**config.mk**
```make
export PLATFORM = sky130hd
export DESIGN_NAME = wleu_top
export DESIGN_NICKNAME = d
export VERILOG_FILES = /design/src/wleu_pkg.sv /design/src/wleu_top.sv
export VERILOG_INCLUDE_DIRS = /design/src /design/src/src
export SDC_FILE = /design/constraint.sdc
export NUM_CORES = 1
export LEC_CHECK = 0
export BUFFER_PORTS_ARGS = -buffer_cell sky130_fd_sc_hd__buf_2
export CAP_MARGIN = 30
export CORE_UTILIZATION = 52
export CTS_CLUSTER_SIZE = 12
export DETAILED_ROUTE_END_ITERATION = 8
export PLACE_DENSITY = 0.79
export SLEW_MARGIN = 20
export SYNTH_ARGS = -nofsm -noshare
export SYNTH_HDL_FRONTEND = slang
export SYNTH_SLANG_ARGS = --single-unit
```
**constraint.sdc**
```tcl
create_clock -name pclk -period 4.4 [get_ports pclk]
set_input_delay 0.44 -clock pclk [delete_from_list [all_inputs] [get_ports pclk]]
set_output_delay 0.44 -clock pclk [all_outputs]
set_load 0.02 [all_outputs]
```
**src/wleu_params.svh**
```systemverilog
// Purpose: Offsets, field positions, reset values and opcode constants of the word load unit
// Assumes: Included by its bare name from design files
// Notes:   Definitions only
`ifndef WLEU_PARAMS_SVH
`define WLEU_PARAMS_SVH

`define WLEU_CTRL_OFF        12'h000
`define WLEU_STATUS_OFF      12'h004
`define WLEU_CTRL_RESET      32'h0000_0000
`define WLEU_CTRL_WMASK      32'h0000_007f

`define WLEU_CTRL_R6_BIT     0
`define WLEU_CTRL_BIG_BIT    1
`define WLEU_CTRL_EVA_BIT    2
`define WLEU_CTRL_COP0_BIT   3
`define WLEU_CTRL_COP1_BIT   4
`define WLEU_CTRL_COP2_BIT   5
`define WLEU_CTRL_WATCH_BIT  6

`define WLEU_PC_RELATIVE_MAJOR_OPCODE_MAJOR     6'h3b
`define WLEU_PC_RELATIVE_MAJOR_OPCODE_SUB_WORD  2'h1

`endif

```
**src/wleu_pkg.sv**
```systemverilog
// Purpose: Types shared by the word load unit and its bench
// Assumes: Nothing
// Notes:   Encodings are fixed, benches compare against them
package wleu_pkg;

  typedef enum logic [2:0] {
    WLEU_OP_NONE      = 3'b000,
    WLEU_OP_FPU       = 3'b001,
    WLEU_OP_COP2      = 3'b010,
    WLEU_OP_USER_WORD = 3'b011,
    WLEU_OP_LEFT      = 3'b100,
    WLEU_OP_USER_LEFT = 3'b101,
    WLEU_OP_PC_RELATIVE_MAJOR_OPCODE     = 3'b110
  } wleu_op_e;

  typedef enum logic [3:0] {
    WLEU_EXC_NONE         = 4'h0,
    WLEU_EXC_TLB_REFILL   = 4'h1,
    WLEU_EXC_TLB_INVALID  = 4'h2,
    WLEU_EXC_READ_INHIBIT = 4'h3,
    WLEU_EXC_BUS_ERROR    = 4'h4,
    WLEU_EXC_ADDR_ERROR   = 4'h5,
    WLEU_EXC_RESERVED     = 4'h6,
    WLEU_EXC_COP_UNUSABLE = 4'h7,
    WLEU_EXC_WATCH        = 4'h8
  } wleu_exc_e;

  typedef enum logic [1:0] {
    WLEU_SEG_KERNEL        = 2'b00,
    WLEU_SEG_USER_MAPPED   = 2'b01,
    WLEU_SEG_UNMAPPED_USER = 2'b10,
    WLEU_SEG_MAPPED_USER   = 2'b11
  } wleu_seg_e;

  typedef enum logic [1:0] {
    WLEU_DEST_GPR = 2'b00,
    WLEU_DEST_FPR = 2'b01,
    WLEU_DEST_CP2 = 2'b10
  } wleu_dest_e;

  typedef enum logic [1:0] {
    WLEU_ST_IDLE = 2'b00,
    WLEU_ST_MEM  = 2'b01
  } wleu_state_e;

  typedef struct packed {
    wleu_op_e    op;
    logic [31:0] instr;
    logic [31:0] pc;
    logic [31:0] base;
    logic [31:0] old;
  } wleu_issue_s;

  typedef struct packed {
    logic [31:0] addr;
    logic        user_map;
    logic        data_ref;
  } wleu_mem_req_s;

  typedef struct packed {
    wleu_exc_e   fault;
    wleu_seg_e   seg;
    logic [31:0] data;
  } wleu_mem_resp_s;

  typedef struct packed {
    wleu_dest_e  dest;
    logic [4:0]  idx;
    logic [31:0] data;
  } wleu_wb_s;

endpackage

```
**src/wleu_top.sv**
```systemverilog
// Purpose: Execution of the word load family: fpu, cop2, user-space, left-part and pc-relative loads
// Assumes: Upstream predecode gives the op kind; pc-relative loads are decoded here from the word
// Notes:   One load in flight; the memory path holds its answer until taken
// Summary of operation
// [RL1] Fpu word load: only refill, invalid, address, reserved, unusable, watch; raw word
// [RL2] Cop2 load fetches word at base plus signed offset into low cop2 word
// [RL3] Cop2 offset is 11 bits in newest release, 16 bits before
// [RL4] Before newest release, misaligned word load raises address error
// [RL5] Newest release passes misaligned word load addresses to memory path
// [RL6] User word load: 9-bit offset, user mapping, three user segment modes
// [RL7] User loads need cop0 access and a user segment, else reserved or unusable; a kernel-segment answer carrying read inhibit is written back
// [RL8] User loads exist only when extended addressing enable reads one
// [RL9] Left load address is base plus 16-bit offset, naming most significant byte
// [RL10] Left load fills upper register bytes from aligned word, lower kept
// [RL11] Partial load byte choice uses low address bits and byte order
// [RL12] Newest release has no left/right loads; misaligned access in hardware
// [RL13] Left load reports only refill, invalid, bus, address or watch
// [RL14] User left load: 9-bit offset, left merge, user load gating
// [RL15] Pc-relative load decoded by major 111011, sub 01, 19-bit offset
// [RL16] Pc-relative address is own pc plus sign-extended offset shifted two
// [RL17] Pc-relative load writes fetched word into register field register
// [RL18] Pc-relative load address is always word aligned
// [RL19] Pc-relative load raises refill, invalid, read inhibit, bus, address, watch
// [RL20] Pc-relative load counts as data reference for watch logic
// [RL21] Left lanes from low address bits xor big-endian; low bytes kept
//
// Decided for this implementation: the APB register port and the register addresses.
`timescale 1ns/1ps
`include "wleu_params.svh"

module wleu_top (
  input  wire logic                    pclk,
  input  wire logic                    presetn,
  input  wire logic                    psel,
  input  wire logic                    penable,
  input  wire logic                    pwrite,
  input  wire logic [11:0]             paddr,
  input  wire logic [31:0]             pwdata,
  output logic      [31:0]             prdata,
  output logic                         pready,
  output logic                         pslverr,
  input  wire logic                    issue_valid,
  input  wire wleu_pkg::wleu_issue_s   issue,
  output logic                         issue_ready,
  output logic                         mem_req_valid,
  output wleu_pkg::wleu_mem_req_s      mem_req,
  input  wire logic                    mem_resp_valid,
  input  wire wleu_pkg::wleu_mem_resp_s mem_resp,
  output logic                         wb_valid,
  output wleu_pkg::wleu_wb_s           wb,
  output logic                         exc_valid,
  output wleu_pkg::wleu_exc_e          exc_code
);
  import wleu_pkg::*;

  logic [31:0]   ctrl_ff;
  logic [31:0]   prdata_ff;
  logic          pready_ff;
  logic          pslverr_ff;
  wleu_state_e   state_ff;
  wleu_state_e   nxt_state;
  wleu_op_e      op_ff;
  logic [31:0]   old_ff;
  logic [4:0]    idx_ff;
  logic [1:0]    lane_ff;
  logic          ready_ff;
  logic          req_valid_ff;
  wleu_mem_req_s req_ff;
  logic          wb_valid_ff;
  wleu_wb_s      wb_ff;
  logic          exc_valid_ff;
  wleu_exc_e     exc_code_ff;
  wleu_exc_e     last_exc_ff;
  logic [15:0]   done_cnt_ff;

  logic          cfg_r6;
  logic          cfg_big;
  logic          cfg_eva;
  logic          cfg_cop0;
  logic          cfg_cop1;
  logic          cfg_cop2;
  logic          cfg_watch;
  logic          accept;
  logic          is_pc_relative_major_opcode;
  wleu_op_e      op_eff;
  logic [31:0]   offset;
  logic [31:0]   eff_addr;
  wleu_exc_e     issue_exc;
  wleu_exc_e     resp_exc;
  logic          resp_take;
  logic          apb_access;
  logic          apb_wr;
  logic [31:0]   rd_value;
  logic          rd_hit;

  assign cfg_r6    = ctrl_ff[`WLEU_CTRL_R6_BIT];
  assign cfg_big   = ctrl_ff[`WLEU_CTRL_BIG_BIT];
  assign cfg_eva   = ctrl_ff[`WLEU_CTRL_EVA_BIT];
  assign cfg_cop0  = ctrl_ff[`WLEU_CTRL_COP0_BIT];
  assign cfg_cop1  = ctrl_ff[`WLEU_CTRL_COP1_BIT];
  assign cfg_cop2  = ctrl_ff[`WLEU_CTRL_COP2_BIT];
  assign cfg_watch = ctrl_ff[`WLEU_CTRL_WATCH_BIT];

  // Register bus: one wait state so every answer comes from a flip-flop
  assign apb_access = psel && penable;
  assign apb_wr     = apb_access && pready_ff && pwrite;

  always_comb begin
    rd_value = 32'h0000_0000;
    rd_hit   = 1'b1;
    if (paddr == `WLEU_CTRL_OFF) begin
      rd_value = ctrl_ff;
    end else if (paddr == `WLEU_STATUS_OFF) begin
      rd_value = {done_cnt_ff, 8'h00, last_exc_ff, 3'b000, (state_ff != WLEU_ST_IDLE)};
    end else begin
      rd_hit = 1'b0;
    end
  end

  always_ff @(posedge pclk or negedge presetn) begin
    if (!presetn) begin
      pready_ff  <= 1'b0;
      prdata_ff  <= 32'h0000_0000;
      pslverr_ff <= 1'b0;
    end else begin
      pready_ff  <= apb_access && !pready_ff;
      prdata_ff  <= (apb_access && !pready_ff && !pwrite) ? rd_value : 32'h0000_0000;
      pslverr_ff <= apb_access && !pready_ff && !rd_hit;
    end
  end

  always_ff @(posedge pclk or negedge presetn) begin
    if (!presetn) begin
      ctrl_ff <= `WLEU_CTRL_RESET;
    end else if (apb_wr && (paddr == `WLEU_CTRL_OFF)) begin
      ctrl_ff <= pwdata & `WLEU_CTRL_WMASK;
    end
  end

  // Decode and effective address
  assign accept   = issue_valid && ready_ff;
  assign is_pc_relative_major_opcode = (issue.instr[31:26] == `WLEU_PC_RELATIVE_MAJOR_OPCODE_MAJOR) &&
                    (issue.instr[20:19] == `WLEU_PC_RELATIVE_MAJOR_OPCODE_SUB_WORD); // [RL15]
  assign op_eff   = is_pc_relative_major_opcode ? WLEU_OP_PC_RELATIVE_MAJOR_OPCODE : issue.op;

  always_comb begin
    offset   = 32'h0000_0000;
    eff_addr = 32'h0000_0000;
    case (op_eff)
      WLEU_OP_COP2: begin
        if (cfg_r6) begin
          offset = {{21{issue.instr[10]}}, issue.instr[10:0]}; // [RL3]
        end else begin
          offset = {{16{issue.instr[15]}}, issue.instr[15:0]}; // [RL3]
        end
        eff_addr = issue.base + offset; // [RL2]
      end
      WLEU_OP_USER_WORD, WLEU_OP_USER_LEFT: begin
        offset   = {{23{issue.instr[15]}}, issue.instr[15:7]}; // [RL6] [RL14]
        eff_addr = issue.base + offset;
      end
      WLEU_OP_PC_RELATIVE_MAJOR_OPCODE: begin
        offset   = {{11{issue.instr[18]}}, issue.instr[18:0], 2'b00}; // [RL16]
        eff_addr = issue.pc + offset; // [RL16] [RL18]
      end
      default: begin
        offset   = {{16{issue.instr[15]}}, issue.instr[15:0]}; // [RL9]
        eff_addr = issue.base + offset;
      end
    endcase
  end

  // Traps decided before memory: reserved beats unusable beats alignment
  always_comb begin
    issue_exc = WLEU_EXC_NONE;
    case (op_eff)
      WLEU_OP_FPU: begin
        if (!cfg_cop1) begin
          issue_exc = WLEU_EXC_COP_UNUSABLE;
        end else if (!cfg_r6 && (eff_addr[1:0] != 2'b00)) begin
          issue_exc = WLEU_EXC_ADDR_ERROR; // [RL4]
        end
      end
      WLEU_OP_COP2: begin
        if (!cfg_cop2) begin
          issue_exc = WLEU_EXC_COP_UNUSABLE;
        end else if (!cfg_r6 && (eff_addr[1:0] != 2'b00)) begin
          issue_exc = WLEU_EXC_ADDR_ERROR; // [RL4]
        end
      end
      WLEU_OP_USER_WORD: begin
        if (!cfg_eva) begin
          issue_exc = WLEU_EXC_RESERVED; // [RL8]
        end else if (!cfg_cop0) begin
          issue_exc = WLEU_EXC_COP_UNUSABLE; // [RL7]
        end else if (!cfg_r6 && (eff_addr[1:0] != 2'b00)) begin
          issue_exc = WLEU_EXC_ADDR_ERROR; // [RL4]
        end
      end
      WLEU_OP_LEFT: begin
        if (cfg_r6) begin
          issue_exc = WLEU_EXC_RESERVED; // [RL12]
        end
      end
      WLEU_OP_USER_LEFT: begin
        if (cfg_r6 || !cfg_eva) begin
          issue_exc = WLEU_EXC_RESERVED; // [RL12] [RL14]
        end else if (!cfg_cop0) begin
          issue_exc = WLEU_EXC_COP_UNUSABLE; // [RL14]
        end
      end
      WLEU_OP_PC_RELATIVE_MAJOR_OPCODE: begin
        if (!cfg_r6) begin
          issue_exc = WLEU_EXC_RESERVED;
        end
      end
      default: begin
        issue_exc = WLEU_EXC_RESERVED;
      end
    endcase
  end

  // Memory answer filtered to the faults each load may raise
  assign resp_take = (state_ff == WLEU_ST_MEM) && mem_resp_valid;

  always_comb begin
    resp_exc = mem_resp.fault;
    if ((mem_resp.fault == WLEU_EXC_WATCH) && !cfg_watch) begin
      resp_exc = WLEU_EXC_NONE; // [RL20]
    end
    case (op_ff)
      WLEU_OP_FPU, WLEU_OP_COP2: begin
        if ((resp_exc == WLEU_EXC_BUS_ERROR) || (resp_exc == WLEU_EXC_READ_INHIBIT)) begin
          resp_exc = WLEU_EXC_NONE; // [RL1]
        end
      end
      WLEU_OP_USER_WORD, WLEU_OP_USER_LEFT: begin
        if (resp_exc == WLEU_EXC_READ_INHIBIT) begin
          resp_exc = WLEU_EXC_NONE;
        end else if (mem_resp.seg == WLEU_SEG_KERNEL) begin
          resp_exc = WLEU_EXC_RESERVED; // [RL7]
        end
      end
      WLEU_OP_LEFT: begin
        if (resp_exc == WLEU_EXC_READ_INHIBIT) begin
          resp_exc = WLEU_EXC_NONE; // [RL13]
        end
      end
      default: begin
        resp_exc = resp_exc; // [RL19]
      end
    endcase
  end

  always_comb begin
    nxt_state = state_ff;
    case (state_ff)
      WLEU_ST_IDLE: begin
        if (accept && (issue_exc == WLEU_EXC_NONE)) begin
          nxt_state = WLEU_ST_MEM;
        end
      end
      WLEU_ST_MEM: begin
        if (mem_resp_valid) begin
          nxt_state = WLEU_ST_IDLE;
        end
      end
      default: begin
        nxt_state = WLEU_ST_IDLE;
      end
    endcase
  end

  always_ff @(posedge pclk or negedge presetn) begin
    if (!presetn) begin
      state_ff <= WLEU_ST_IDLE;
      ready_ff <= 1'b0;
    end else begin
      state_ff <= nxt_state;
      ready_ff <= (nxt_state == WLEU_ST_IDLE);
    end
  end

  // Context kept for the merge and the write-back
  always_ff @(posedge pclk or negedge presetn) begin
    if (!presetn) begin
      op_ff   <= WLEU_OP_NONE;
      old_ff  <= 32'h0000_0000;
      idx_ff  <= 5'h00;
      lane_ff <= 2'b00;
    end else if (accept) begin
      op_ff   <= op_eff;
      old_ff  <= issue.old;
      idx_ff  <= is_pc_relative_major_opcode ? issue.instr[25:21] : issue.instr[20:16]; // [RL17]
      lane_ff <= eff_addr[1:0] ^ {2{cfg_big}}; // [RL11] [RL21]
    end
  end

  // Request stands unchanged until the memory path answers
  always_ff @(posedge pclk or negedge presetn) begin
    if (!presetn) begin
      req_valid_ff <= 1'b0;
      req_ff       <= '0;
    end else if (accept && (issue_exc == WLEU_EXC_NONE)) begin
      req_valid_ff  <= 1'b1;
      req_ff.addr   <= ((op_eff == WLEU_OP_LEFT) || (op_eff == WLEU_OP_USER_LEFT)) ?
                       {eff_addr[31:2], 2'b00} : eff_addr; // [RL5] [RL10]
      req_ff.user_map <= (op_eff == WLEU_OP_USER_WORD) || (op_eff == WLEU_OP_USER_LEFT); // [RL6]
      req_ff.data_ref <= 1'b1; // [RL20]
    end else if (resp_take) begin
      req_valid_ff <= 1'b0;
    end
  end

  // Left merge: chosen bytes go high, the rest of the old value stays
  function automatic logic [31:0] wleu_left_merge(input logic [31:0] mem, input logic [31:0] old,
                                                  input logic [1:0] lane);
    logic [31:0] res;
    res = mem;
    case (lane)
      2'b00: res = {mem[7:0], old[23:0]};
      2'b01: res = {mem[15:0], old[15:0]};
      2'b10: res = {mem[23:0], old[7:0]};
      default: res = mem;
    endcase
    return res;
  endfunction

  always_ff @(posedge pclk or negedge presetn) begin
    if (!presetn) begin
      wb_valid_ff <= 1'b0;
      wb_ff       <= '0;
    end else begin
      wb_valid_ff <= resp_take && (resp_exc == WLEU_EXC_NONE);
      if (resp_take) begin
        wb_ff.idx <= idx_ff;
        case (op_ff)
          WLEU_OP_FPU: begin
            wb_ff.dest <= WLEU_DEST_FPR;
            wb_ff.data <= mem_resp.data; // [RL1]
          end
          WLEU_OP_COP2: begin
            wb_ff.dest <= WLEU_DEST_CP2;
            wb_ff.data <= mem_resp.data; // [RL2]
          end
          WLEU_OP_LEFT, WLEU_OP_USER_LEFT: begin
            wb_ff.dest <= WLEU_DEST_GPR;
            wb_ff.data <= wleu_left_merge(mem_resp.data, old_ff, lane_ff); // [RL10] [RL21]
          end
          default: begin
            wb_ff.dest <= WLEU_DEST_GPR;
            wb_ff.data <= mem_resp.data; // [RL17] [RL6]
          end
        endcase
      end
    end
  end

  always_ff @(posedge pclk or negedge presetn) begin
    if (!presetn) begin
      exc_valid_ff <= 1'b0;
      exc_code_ff  <= WLEU_EXC_NONE;
    end else if (accept && (issue_exc != WLEU_EXC_NONE)) begin
      exc_valid_ff <= 1'b1;
      exc_code_ff  <= issue_exc;
    end else if (resp_take && (resp_exc != WLEU_EXC_NONE)) begin
      exc_valid_ff <= 1'b1;
      exc_code_ff  <= resp_exc;
    end else begin
      exc_valid_ff <= 1'b0;
      exc_code_ff  <= WLEU_EXC_NONE;
    end
  end

  // Status: last trap and a wrapping count of loads written back
  always_ff @(posedge pclk or negedge presetn) begin
    if (!presetn) begin
      last_exc_ff <= WLEU_EXC_NONE;
      done_cnt_ff <= 16'h0000;
    end else begin
      if (exc_valid_ff) begin
        last_exc_ff <= exc_code_ff;
      end
      if (wb_valid_ff) begin
        done_cnt_ff <= done_cnt_ff + 16'h0001;
      end
    end
  end

  assign prdata        = prdata_ff;
  assign pready        = pready_ff;
  assign pslverr       = pslverr_ff;
  assign issue_ready   = ready_ff;
  assign mem_req_valid = req_valid_ff;
  assign mem_req       = req_ff;
  assign wb_valid      = wb_valid_ff;
  assign wb            = wb_ff;
  assign exc_valid     = exc_valid_ff;
  assign exc_code      = exc_code_ff;
endmodule

```
==> key figures <==
Worst setup path
  • CP max-delay cell: dfrtp_1
  • Crit path max-delay family: compound AO/OA/AOI/OAI gates
  • Worst endpoint required time: ~4.8 ns
  • Crit path max fanout: 5
  • Buf+Inv Stages, Crit Path: 2
  • CP arrival: 4.52 ns
  • Critical Path End Type: flip-flop
  • Most used cell, CP: a21oi_1
  • CP Class: reg2reg
  • Slowest stage delay, CP: 0.40 ns
  • Worst Setup Start Kind: flip-flop
  • Cell breakdown of the critical path: inv_1 -> or2_2 -> or3_1 -> o21ai_0 -> buf_4 -> a21o_1 -> ha_1 -> a21oi_1 -> o21a_4 -> or3b_4 -> o2111ai_2 -> a31oi_2 -> a221o_1 -> o41ai_2 -> xnor2_1 -> a21oi_1 -> o21ai_1
  • FF-to-FF setup slack: 0.23 ns

Floorplan
  • Die W: about 150 um
  • Die Y: between 100 and 150 um
  • Ports: roughly 340
  • Rows: 52
  • Initial Util: 53.2%
  • Die area: 21,400 um^2
  • Core area: 20,300 um^2

Layout
  • Nets: between 1,500 and 2,000
  • Most frequent cells in the layout: buf_2 (292), nand2_1 (176), dfrtp_1 (170)
  • Cell Count, Final, Fillers Out: ~1,800
  • Core Util, Final: between 60% and 70%
  • Ratio of cells with drive above 1 in the final layout: 29.6%
  • Final instance area: 13,400 um^2
  • Area Overhead vs Synth: 24.4%
  • Commonest non-fill, non-tap cell in the layout: buf_2
  • Filler cells: around 1,700

Logic synthesis
  • Syn Area/Cell: 9.00 um^2
  • Mapped Cells: roughly 1,200
  • Post-synth ARST share: 100%
  • Synthesis-stage register bit count: 170
  • Synth unique cells: 70
  • Syn Std Cell Area: between 10,000 and 15,000 um^2
  • Register area share after synthesis: approximately two fifths
  • Yosys warns: 0
  • Post-synth EDFFs: 0
  • Synth Flop Type: dfrtp_1

Global route
  • Initial antenna violation count: 1
  • Vias in the first global route: a little under 10,000
  • Total grt overflow: 0
  • Largest net degree at the start of global routing: between 100 and 150
  • First-pass GRT wire length: roughly 48 mm
  • GRT Total Usage: between 20 and 30%

Timing
  • Max Freq: 0.240 GHz
  • RSZ-0062 raised after global routing: no
  • Slew HR: between 40% and 50%
  • Final clock skew: about 0.014 ns
  • Min Hold Slack: between 0.2 and 0.25 ns
  • Fin. max-slew vios: 0
  • Worst-Margin Slew: around 0.77 ns
  • Fin crit share: a little over nine tenths
  • Final setup violation count: 0
  • Hold Vio Cnt, Final: 0
  • Setup_tns: 0 ns
  • Final min period: between 4 and 5 ns

CTS
  • Clock Tree Root: clkbuf_16
  • Worst-Skew Late Latency: 0.44 ns
  • Htree depth: 4
  • CTS tree: yes
  • CTS buffer count: 17
  • Max clock buf depth: 2
  • Clock Pin Slew Worst Setup and Hold Paths: roughly 0.07 ns
  • Clock sinks: 170
  • Setup bufs post-CTS: 0

Power and ir drop
  • Pwr dens: 401 nW/um^2
  • Lkg Pwr: 6.74 nW
  • Max IR drop VDD: about 0.00022 V

Route
  • Total number of vias: about 10,000
  • Initial DRC Count: about 570
  • DR vias/cell: around 5.6
  • 1st-pass router iterations: 7
  • Drt total wl: around 30 mm
  • DRT antenna net count: 0
  • Wire per inst: 16.8 um
  • DRC viols: 0

Run
  • MaxCap Viol Count: 0

Place
  • GPL Wtd Cong: 0.968
  • DP HPWL: ~23 mm
  • Placed cells: 1,763
  • PortBufs: 293
  • Dpl cell area: roughly 13,000 um^2

Min path
  • Hold WC Path Type: in2reg

Outcome
  • Status: completed
## state kept, by name, indices dropped and copies added (netlist names), 2 cells and up
register	flops
ctrl_ff	7
done_cnt_ff	16
exc_code	4
idx_ff	5
lane_ff	2
last_exc_ff	4
mem_req	34
old_ff	24
op_ff	3
prdata	24
state_ff	2
wb	39
## stage by stage
step                      setup slack [ns]  total power [W]
after detailed placement            0.0594          0.00389
after global routing                0.0235          0.00569
after global placement               0.126          0.00385
final                                0.229          0.00539
after floorplan                      0.205          0.00323
after CTS                            0.209          0.00540
## kinds of logic after synthesis
logic type / after synthesis / synth area share, %
simple gates: 378 / 16.1
compound gates: 361 / 20.5
flops: 170 / 39.4
buf+inv: 84 / 3.38
mux: 75 / 7.60
xor+xnor: 69 / 5.59
fa+ha+maj: 63 / 7.43
other cells: 1 / 0.0347
## Yosys cell counts (19+ instances only)
master    instances  share of area, %
nand2_1         177               6.1
dfrtp_1         170                39
o21ai_0         126               5.8
a21oi_1          77               3.6
nor2_1           66               2.3
ha_1             61               7.1
mux2_2           56               5.8
clkbuf_1         40               1.4
xnor2_1          38               3.1
a21o_1           34               2.4
xor2_1           31               2.5
o22ai_1          27               1.6
nand3_1          24               1.1
and2_1           22               1.3
inv_1            22              0.76
mux2i_1          19               1.8
## final timing paths
kind                            cells after the start       start           to
worst max-delay path                               17  ctrl_ff[0]  mem_req[32]
min in group asynchronous                           2     presetn   prdata[28]
worst min-delay path                                3   pwdata[0]   ctrl_ff[0]
worst min register to register                      1  mem_req[0]   mem_req[0]
worst max register to register                     17  ctrl_ff[0]  mem_req[32]
max in group asynchronous                           3     presetn   lane_ff[1]
## routing by layer
metal | vias to the layer above | global-route usage, % | wire, um
li1 | 4948 | - | -
met1 | 4788 | 37.2 | 12900
met2 | 379 | 48.2 | 14800
met3 | 42 | 4.44 | 2080
met4 | 0 | 8.39 | 456
met5 | - | 0 | 0
## power breakdown
part | switching (W) | leakage [nW] | internal [W] | total [W]
sequential | 0.000158 | 2.17 | 0.00184 | 0.00200
combinational | 0.00113 | 4.27 | 0.000755 | 0.00189
clock | 0.000736 | 0.293 | 0.000768 | 0.00150
total | 0.00203 | 6.74 | 0.00336 | 0.00539
## final cells by class
cell class / count / area [um^2] / area share, %
timing repair buffer: 347 / 1910 / 14.2
clock buffer: 17 / 425 / 3.17
multi-input combinational: 955 / 6240 / 46.4
clock inverter: 15 / 170 / 1.27
sequential: 170 / 4250 / 31.7
inverter: 24 / 90.1 / 0.670
tap: 270 / 338 / 2.51
antenna: 3 / 7.51 / 0.0559
## repair_timing
action                                  CTS  global route
resized for setup                         0             3
endpoints found under the setup margin    0             2
hold buffers                              0             1
endpoints found under the hold margin     0            23
## worst min-delay path, stage by stage
cell and delay (ns):
buf_2 0.08, nand2_1 0.04, o21ai_0 0.06
Power figures use the tool's default switching activity.
